## src/pcf_pkg.sv

```systemverilog
package pcf_pkg;
    // ****************************************
    // sizes
    // ****************************************
    localparam int unsigned PIN_COUNT   = 4;
    localparam int unsigned REG_WIDTH   = 8;
    localparam int unsigned ADR_WIDTH   = 8;
    localparam int unsigned DAT_WIDTH   = 32;

    // ****************************************
    // register byte offsets
    // ****************************************
    localparam logic [7:0] OFS_IRQ_CONTROL = 8'h00;
    localparam logic [7:0] OFS_RISE_ENABLE = 8'h04;
    localparam logic [7:0] OFS_FALL_ENABLE = 8'h08;
    localparam logic [7:0] OFS_CHANGE_FLAG = 8'h0C;
    localparam logic [7:0] OFS_EVT_STATUS  = 8'h10;
    localparam logic [7:0] OFS_EVT_MASK    = 8'h14;

    // ****************************************
    // irq_control_reg field positions
    // ****************************************
    localparam int unsigned BIT_GLOBAL_IRQ_EN     = 7;
    localparam int unsigned BIT_PERIPHERAL_IRQ_EN = 6;
    localparam int unsigned BIT_CHANGE_IRQ_EN     = 3;
    localparam int unsigned BIT_CHANGE_IRQ_SUM    = 0;

    // ****************************************
    // values after reset
    // ****************************************
    localparam logic [3:0] RST_PIN_BITS = 4'h0;
    localparam logic       RST_BIT      = 1'b0;
endpackage

```

## src/pcf_edge_det.sv

```systemverilog
`timescale 1ns/100ps
module pcf_edge_det #(
    parameter int unsigned WIDTH = 4
) (
    // clock and reset
    input  wire logic             i_sys_clk,
    input  wire logic             i_sys_rst,
    // pin levels
    input  wire logic [WIDTH-1:0] i_pin,
    // one-cycle edge pulses
    output logic      [WIDTH-1:0] o_rise,
    output logic      [WIDTH-1:0] o_fall
);
    logic [WIDTH-1:0] prev_reg;
    logic             primed_reg;

    // previous level; the first cycle after reset only loads, so a pin
    // that is already high at release does not look like a rising edge
    always_ff @(posedge i_sys_clk or posedge i_sys_rst) begin
        if (i_sys_rst) begin
            prev_reg   <= '0;
            primed_reg <= 1'b0;
        end else begin
            prev_reg   <= i_pin;
            primed_reg <= 1'b1;
        end
    end

    // compare with last cycle: one pulse per edge
    assign o_rise = primed_reg ? (i_pin & ~prev_reg) : '0;
    assign o_fall = primed_reg ? (~i_pin & prev_reg) : '0;
endmodule

```

## src/pcf_top.sv

```systemverilog
// Functional notes
// a rising edge on a pin whose rise enable is one sets that pin's change flag.
// a falling edge on a pin whose fall enable is one sets that pin's change flag.
// a change flag reads zero after reset until an enabled edge, and after software writes zero.
// a set change flag requests an interrupt only while the change interrupt enable is set.
// bits 7 to 4 of the change flag register always read zero.
// change flag bits 3 to 0 each belong to the port pin of the same index.
// an enabled edge during a clearing write leaves that pin's flag set whatever was written.
// the summary bit of the interrupt control register is the OR of the four change flags.
// edges are detected and flags set even while the change interrupt enable is clear.
// with the change interrupt enable set, an enabled edge wakes the device from sleep.
// edges are found by comparing each pin level with its value one clock earlier.
//
// Our own choices: the Wishbone register port and the register addresses.
`timescale 1ns/100ps
module pcf_top
    import pcf_pkg::*;
#(
    parameter int unsigned PINS = pcf_pkg::PIN_COUNT
) (
    // clock and reset
    input  wire logic                           i_sys_clk,
    input  wire logic                           i_sys_rst,
    // wishbone slave
    input  wire logic                           i_wb_cyc,
    input  wire logic                           i_wb_stb,
    input  wire logic                           i_wb_we,
    input  wire logic [pcf_pkg::ADR_WIDTH-1:0]  i_wb_adr,
    input  wire logic [3:0]                     i_wb_sel,
    input  wire logic [pcf_pkg::DAT_WIDTH-1:0]  i_wb_dat,
    output logic      [pcf_pkg::DAT_WIDTH-1:0]  o_wb_dat,
    output logic                                o_wb_ack,
    // port pins
    input  wire logic [PINS-1:0]                i_port_pin,
    // processor side
    input  wire logic                           i_sleep,
    output logic                                o_change_irq,
    output logic                                o_wake,
    output logic                                o_irq
);
    import pcf_pkg::*;

    // ****************************************
    // registers
    // ****************************************
    // software-visible state
    logic [PINS-1:0] rise_enable_reg;
    logic [PINS-1:0] fall_enable_reg;
    logic [PINS-1:0] change_flag_reg;
    logic [PINS-1:0] change_flag_next;
    logic            change_irq_enable_reg;
    logic            global_irq_enable_reg;
    logic            peripheral_irq_enable_reg;
    logic [PINS-1:0] evt_status_reg;
    logic [PINS-1:0] evt_mask_reg;
    logic            ack_reg;
    logic [DAT_WIDTH-1:0] rdat_reg;
    logic            wake_reg;

    // edge pulses, bus qualifiers and register strobes
    logic [PINS-1:0] rise_pulse;
    logic [PINS-1:0] fall_pulse;
    logic [PINS-1:0] hit;
    logic            change_irq_summary;
    logic            bus_req;
    logic            wr_now;
    logic            rd_now;
    logic            wr_irq_control;
    logic            wr_rise_enable;
    logic            wr_fall_enable;
    logic            wr_change_flag;
    logic            wr_evt_mask;
    logic            rd_evt_status;
    logic [PINS-1:0] evt_status_next;

    // ****************************************
    // edge detection
    // ****************************************
    // pins are taken as synchronous, so the detector only needs the
    // level of the previous cycle; an asynchronous source must be
    // synchronised outside this block or a slow edge may be doubled
    pcf_edge_det #(
        .WIDTH (PINS)
    ) u_edge (
        .i_sys_clk (i_sys_clk),
        .i_sys_rst (i_sys_rst),
        .i_pin     (i_port_pin),
        .o_rise    (rise_pulse),
        .o_fall    (fall_pulse)
    );

    // enabled edges; detection ignores the change interrupt enable, so
    // a flag set while interrupts are off is still there when software
    // turns them on and raises the request at once
    assign hit = (rise_pulse & rise_enable_reg)
               | (fall_pulse & fall_enable_reg);

    // ****************************************
    // bus timing
    // ****************************************
    // one-cycle registered ack; write and read-clear act at the ack edge
    // ack drops after one cycle, so a master that holds its strobe
    // past ack starts a second access
    assign bus_req = i_wb_cyc & i_wb_stb;
    assign wr_now  = bus_req & ack_reg & i_wb_we & i_wb_sel[0];
    assign rd_now  = bus_req & ack_reg & ~i_wb_we;

    always_ff @(posedge i_sys_clk or posedge i_sys_rst) begin
        if (i_sys_rst) begin
            ack_reg <= 1'b0;
        end else begin
            ack_reg <= bus_req & ~ack_reg;
        end
    end

    // full byte compare: aliases would make unmapped reads return live
    // data, which software could mistake for a real register
    function automatic logic hit_adr(input logic [ADR_WIDTH-1:0] adr,
                                     input logic [7:0] ofs);
        hit_adr = (adr == ofs);
    endfunction

    // ****************************************
    // register strobes
    // ****************************************
    // each strobe is high only in the commit cycle, on the edge that the
    // master sees ack, so a write or a read clear acts once per request
    assign wr_irq_control = wr_now & hit_adr(i_wb_adr, OFS_IRQ_CONTROL);
    assign wr_rise_enable = wr_now & hit_adr(i_wb_adr, OFS_RISE_ENABLE);
    assign wr_fall_enable = wr_now & hit_adr(i_wb_adr, OFS_FALL_ENABLE);
    assign wr_change_flag = wr_now & hit_adr(i_wb_adr, OFS_CHANGE_FLAG);
    assign wr_evt_mask    = wr_now & hit_adr(i_wb_adr, OFS_EVT_MASK);
    assign rd_evt_status  = rd_now & hit_adr(i_wb_adr, OFS_EVT_STATUS);

    // read data: low byte only, upper bits and unmapped addresses read zero
    // the word is loaded when the request is first seen and stands until
    // the next request, so it is ready in the ack cycle
    always_ff @(posedge i_sys_clk or posedge i_sys_rst) begin
        if (i_sys_rst) begin
            rdat_reg <= '0;
        end else if (bus_req & ~ack_reg) begin
            rdat_reg <= '0;
            if (hit_adr(i_wb_adr, OFS_IRQ_CONTROL)) begin
                rdat_reg[BIT_GLOBAL_IRQ_EN]     <= global_irq_enable_reg;
                rdat_reg[BIT_PERIPHERAL_IRQ_EN] <= peripheral_irq_enable_reg;
                rdat_reg[BIT_CHANGE_IRQ_EN]     <= change_irq_enable_reg;
                rdat_reg[BIT_CHANGE_IRQ_SUM]    <= change_irq_summary;
            end else if (hit_adr(i_wb_adr, OFS_RISE_ENABLE)) begin
                rdat_reg[PINS-1:0] <= rise_enable_reg;
            end else if (hit_adr(i_wb_adr, OFS_FALL_ENABLE)) begin
                rdat_reg[PINS-1:0] <= fall_enable_reg;
            end else if (hit_adr(i_wb_adr, OFS_CHANGE_FLAG)) begin
                rdat_reg[PINS-1:0] <= change_flag_reg;
            end else if (hit_adr(i_wb_adr, OFS_EVT_STATUS)) begin
                rdat_reg[PINS-1:0] <= evt_status_reg;
            end else if (hit_adr(i_wb_adr, OFS_EVT_MASK)) begin
                rdat_reg[PINS-1:0] <= evt_mask_reg;
            end
        end
    end

    // bus outputs come straight from their flip-flops
    assign o_wb_dat = rdat_reg;
    assign o_wb_ack = ack_reg;

    // ****************************************
    // control registers
    // ****************************************
    // global enable: stored and read back only; the gating with it is
    // done by the interrupt controller outside this block
    always_ff @(posedge i_sys_clk or posedge i_sys_rst) begin
        if (i_sys_rst) begin
            global_irq_enable_reg <= RST_BIT;
        end else if (wr_irq_control) begin
            global_irq_enable_reg <= i_wb_dat[BIT_GLOBAL_IRQ_EN];
        end
    end

    // peripheral enable: stored and read back only, like the global one
    always_ff @(posedge i_sys_clk or posedge i_sys_rst) begin
        if (i_sys_rst) begin
            peripheral_irq_enable_reg <= RST_BIT;
        end else if (wr_irq_control) begin
            peripheral_irq_enable_reg <= i_wb_dat[BIT_PERIPHERAL_IRQ_EN];
        end
    end

    // change interrupt enable; it gates the request lines and the wake,
    // never the detection, so no edge is lost while it is off
    always_ff @(posedge i_sys_clk or posedge i_sys_rst) begin
        if (i_sys_rst) begin
            change_irq_enable_reg <= RST_BIT;
        end else if (wr_irq_control) begin
            change_irq_enable_reg <= i_wb_dat[BIT_CHANGE_IRQ_EN];
        end
    end

    // rising-edge enables, one bit per pin; upper data bits are dropped
    always_ff @(posedge i_sys_clk or posedge i_sys_rst) begin
        if (i_sys_rst) begin
            rise_enable_reg <= RST_PIN_BITS;
        end else if (wr_rise_enable) begin
            rise_enable_reg <= i_wb_dat[PINS-1:0];
        end
    end

    // falling-edge enables, one bit per pin
    always_ff @(posedge i_sys_clk or posedge i_sys_rst) begin
        if (i_sys_rst) begin
            fall_enable_reg <= RST_PIN_BITS;
        end else if (wr_fall_enable) begin
            fall_enable_reg <= i_wb_dat[PINS-1:0];
        end
    end

    // event mask; a masked event is still recorded in the status register
    always_ff @(posedge i_sys_clk or posedge i_sys_rst) begin
        if (i_sys_rst) begin
            evt_mask_reg <= RST_PIN_BITS;
        end else if (wr_evt_mask) begin
            evt_mask_reg <= i_wb_dat[PINS-1:0];
        end
    end

    // ****************************************
    // change flags
    // ****************************************
    // a new edge is ORed in after the written value, so a clearing
    // write can never swallow an edge arriving in the same cycle
    // writing zero to a flag that was set after software last read it
    // loses that edge; software should clear only the bits it has seen
    always_comb begin
        change_flag_next = change_flag_reg;
        if (wr_change_flag) begin
            change_flag_next = i_wb_dat[PINS-1:0];
        end
        change_flag_next = change_flag_next | hit;
    end

    // flag storage; reset clears every flag
    always_ff @(posedge i_sys_clk or posedge i_sys_rst) begin
        if (i_sys_rst) begin
            change_flag_reg <= RST_PIN_BITS;
        end else begin
            change_flag_reg <= change_flag_next;
        end
    end

    // summary bit of the interrupt control register, read only
    assign change_irq_summary = |change_flag_reg;

    // request follows the flags, gated by the change interrupt enable;
    // it is a level, so it stays up until every flag has been cleared
    // or the enable is turned off
    assign o_change_irq = change_irq_summary & change_irq_enable_reg;

    // ****************************************
    // event status and interrupt line
    // ****************************************
    // sticky per-pin events, cleared by reading; the read data is taken
    // one edge before the commit, so only the bits that software was
    // shown are cleared and an event landing in between waits for the
    // next read instead of being lost
    always_comb begin
        evt_status_next = evt_status_reg;
        if (rd_evt_status) begin
            evt_status_next = evt_status_reg & ~rdat_reg[PINS-1:0];
        end
        evt_status_next = evt_status_next | hit;  // set wins over the clear
    end

    always_ff @(posedge i_sys_clk or posedge i_sys_rst) begin
        if (i_sys_rst) begin
            evt_status_reg <= RST_PIN_BITS;
        end else begin
            evt_status_reg <= evt_status_next;
        end
    end

    // level line: high while an unmasked status bit is set; the change
    // interrupt enable gates it as well, so one bit silences both lines
    assign o_irq = change_irq_enable_reg & (|(evt_status_reg & evt_mask_reg));

    // ****************************************
    // wake from sleep
    // ****************************************
    // the flag is written in the same edge as the wake pulse, so it is
    // already valid when the core resumes
    // the pulse lasts one cycle; whoever wakes the core must catch it,
    // since the request level alone says nothing about sleep
    always_ff @(posedge i_sys_clk or posedge i_sys_rst) begin
        if (i_sys_rst) begin
            wake_reg <= 1'b0;
        end else begin
            wake_reg <= i_sleep & change_irq_enable_reg & (|hit);
        end
    end

    assign o_wake = wake_reg;
endmodule

```

## config.mk

```make
export PLATFORM = sky130hd
export DESIGN_NAME = pcf_top
export DESIGN_NICKNAME = d
export VERILOG_FILES = /design/src/pcf_pkg.sv /design/src/pcf_edge_det.sv /design/src/pcf_top.sv
export SDC_FILE = /design/constraint.sdc
export NUM_CORES = 1
export LEC_CHECK = 0
export ABC_AREA = 1
export BUFFER_PORTS_ARGS = -buffer_cell sky130_fd_sc_hd__buf_2
export CORE_UTILIZATION = 47
export CTS_CLUSTER_DIAMETER = 120
export CTS_CLUSTER_SIZE = 40
export DETAILED_ROUTE_END_ITERATION = 8
export PLACE_DENSITY = 0.8
export RECOVER_POWER = 50
export SYNTH_ARGS = -nofsm -noshare
export SYNTH_HDL_FRONTEND = slang
export SYNTH_SLANG_ARGS = --single-unit
```

## constraint.sdc

```tcl
create_clock -name i_sys_clk -period 1.65 [get_ports i_sys_clk]
set_input_delay 0.165 -clock i_sys_clk [delete_from_list [all_inputs] [get_ports i_sys_clk]]
set_output_delay 0.165 -clock i_sys_clk [all_outputs]
set_load 0.05 [all_outputs]
```

==> impl_metrics.yaml <==
pwr:
  p_clk_frac: 0.364
  ir_drop_mv: 0.606
  p_comb_frac: 0.152
  power_density_nw_per_um2: 837
  switching_share: 0.296
  power_mw: 1.87
  seqPwrFrac: 0.484
  switchingPower_mw: 0.553
  internal_power_mw: 1.32
  leakage_nw: 1.13
clock_tree:
  h-tree-depth: 2
  cts_buffers: 5
  clockRootBuffer: "clkbuf_8"
  cts_tree: "done"
  clkTransAtPathRegs_ns: 0.07
  clockBufferDepth: 2
  clkSinkCount: 36
  clk_latency_ns: 0.30
final_layout:
  drive_gt1_frac: 0.189
  final_nets: 340
  largest_register_ffs: 6
  post-route-util: 0.555
  mostFrequentLayoutCell: "nand2_1"
  syn2layout_area_growth_pct: 13.3
  final.fill_count: 373
  antenna_cells: 0
  multi_input_area_um2: 861
  final_cell_mix: "nand2_1, dfrtp_1, inv_1"
  seq_area_um2: 901
sta:
  min_period_over_period: 0.930
  rsz0062_at_grt: "no"
  fin_skew_ns: 0.00481
  worst_slack_ns: 0.115
  min_period_ns: 1.54
  clock.fmax_mhz: 651
  slew_violations: 0
  hold_violations: 0
  worst_pin_slew_ns: 0.857
  relSlewSlack: 0.429
  setup_viol: 0
  tns_ns: 0
detailed_routing:
  met3_length_um: 302
  dr.pass1.iters: 4
  wl_per_cell_um: 12.8
  route.vias.total: 1660
  top_layer: "met4"
  drc: 0
  wl_met1_mm: 1.83
  initialDrtViolationCount: 81
  ant_nets: 0
  wirelength_mm: 4.29
  met2_length_mm: 2.07
  viasPerCell: 4.94
grt:
  grt_start_max_net_pins: 37
  grt_pass1_wl_mm: 6.87
  overflow: 0
  track_usage: 0.215
  grt_antenna_before_repair: 0
  grt_pass1_vias: 1496
run:
  drv_cap: 0
worst_hold_path:
  worstHoldPathType: "in2reg"
floorplanning:
  ioPinCount: 90
  start_util: 0.490
  die_h_um: 66.8
  dieArea_um2: 4460
  die_x_um: 66.8
  num_rows: 23
  core_area_um2: 4030
logic_synthesis:
  ys_top_cells_by_area: "dfrtp_1, nand2_1, buf_4"
  yosysTopAreaCell: "dfrtp_1"
  syn_avg_cell_area_um2: 8.15
  ys_ff_latch: 36
  synth_warnings: 0
  synthCells: 242
  syn-cell-area_um2: 1970
  yosysSeqAreaShare: 0.457
  synth_top_area_frac: 0.457
  ys_types: 22
setup_path:
  required_ns: 1.48
  cp-start-kind: "flop"
  arrival_ns: 1.37
  cpPeakStageDelay_ns: 0.40
  crit_family: "simple AND/OR/NAND/NOR gates"
  crit_buf_inv: 1
  critPathMaxFanout: 2
  cp-end-kind: "primary output"
  path_cells: "nor4_2 -> nor2_1 -> buf_2"
  reg2reg_slack_ns: 0.28
  crit_path_top_delay_cell: "dfrtp_1"
  worstSetupPathType: "reg2out"
placement:
  gp_congestion: 0.862
  dpl.hpwl_mm: 3.30
  numPortBuffers: 34
  dp_slack_ns: 0.276
outcome:
  outcome: "finished, final reports clean"
-- per-stage QoR --
stage / instance area (um^2) / cells / hold WS [ns]
after global placement: 2120 / 327 / 0.283
final: 2230 / 336 / 0.0117
after detailed placement: 2120 / 327 / 0.286
after CTS: 2240 / 336 / 0.00296
after floorplan: 2070 / 267 / 0.196
after global routing: 2230 / 336 / 0.0172
-- worst register-to-register path: cells and delay by family (launching register included) --
kind             cells  cell delay [ns]
AO/OA/AOI/OAI        1             0.09
flip-flops           1             0.36
AND/OR/NAND/NOR      4             0.81
-- synth_stat cells (all sizes together) --
| master | number |
|---|---|
| nand3b | 4 |
| a41oi | 2 |
| nor3 | 2 |
| nand3 | 15 |
| dfrtp | 36 |
| a21oi | 6 |
| conb | 2 |
| buf | 26 |
| inv | 31 |
| nor4 | 1 |
| nand2 | 61 |
| o21bai | 2 |
| nor2 | 19 |
| o21ai | 25 |
| o211ai | 6 |
| nand4 | 2 |
| mux2 | 2 |
-- power by group through the flow --
stage | Sequential, mW | Combinational [mW] | Clock (mW)
floorplan | 0.940 | 0.245 | 0
global placement | 0.920 | 0.279 | 0
detailed placement | 0.921 | 0.282 | 0
CTS | 0.904 | 0.286 | 0.681
global route | 0.906 | 0.309 | 0.716
finish | 0.905 | 0.285 | 0.681
-- kinds of logic after synthesis --
logic type,Yosys count,share of synthesized area
AO/OA/AOI/OAI,41,0.118
buffers and inverters,57,0.158
flip-flops,36,0.457
multiplexers,2,0.0152
other,2,0.00381
AND/OR/NAND/NOR,104,0.249
-- area by class of cell --
| cell class | instances | share of cell area |
|---|---|---|
| Tap cell | 50 | 0.0280 |
| Inverter | 31 | 0.0521 |
| Clock buffer | 7 | 0.0431 |
| Sequential cell | 36 | 0.403 |
| Timing Repair Buffer | 38 | 0.0885 |
| Multi-Input combinational cell | 174 | 0.385 |
-- path summary, 6_finish.rpt --
kind                       cells past startpoint                                end                         start
setup / recovery                               3                       o_change_irq  change_flag_reg[2]$_DFF_PP0_
hold / removal                                 1       u_edge.prev_reg[0]$_DFF_PP0_                 i_port_pin[0]
setup reg to reg                               5     fall_enable_reg[1]$_DFFE_PP0P_            o_wb_ack$_DFF_PP0_
hold reg to reg                                2            o_wb_dat[7]$_DFFE_PP0P_       o_wb_dat[7]$_DFFE_PP0P_
max in group asynchronous                      4       change_flag_reg[0]$_DFF_PP0_                     i_sys_rst
min in group asynchronous                      4  global_irq_enable_reg$_DFFE_PP0P_                     i_sys_rst
-- layer usage --
| layer | track usage | vias up |
|---|---|---|
| met2 | 0.346 | 78 |
| met1 | 0.271 | 757 |
| met3 | 0.0599 | 11 |
| met4 | 0.0851 | 0 |
| li1 | - | 814 |
| met5 | 0 | - |
-- repair_timing --
action,4_1_cts,5_1_grt
endpoints found under the hold margin,37,0
setup buffers,0,0
resized for setup,0,1
hold buffers,2,0
setup endpoints to repair,0,1
Power figures use the tool's default switching activity.
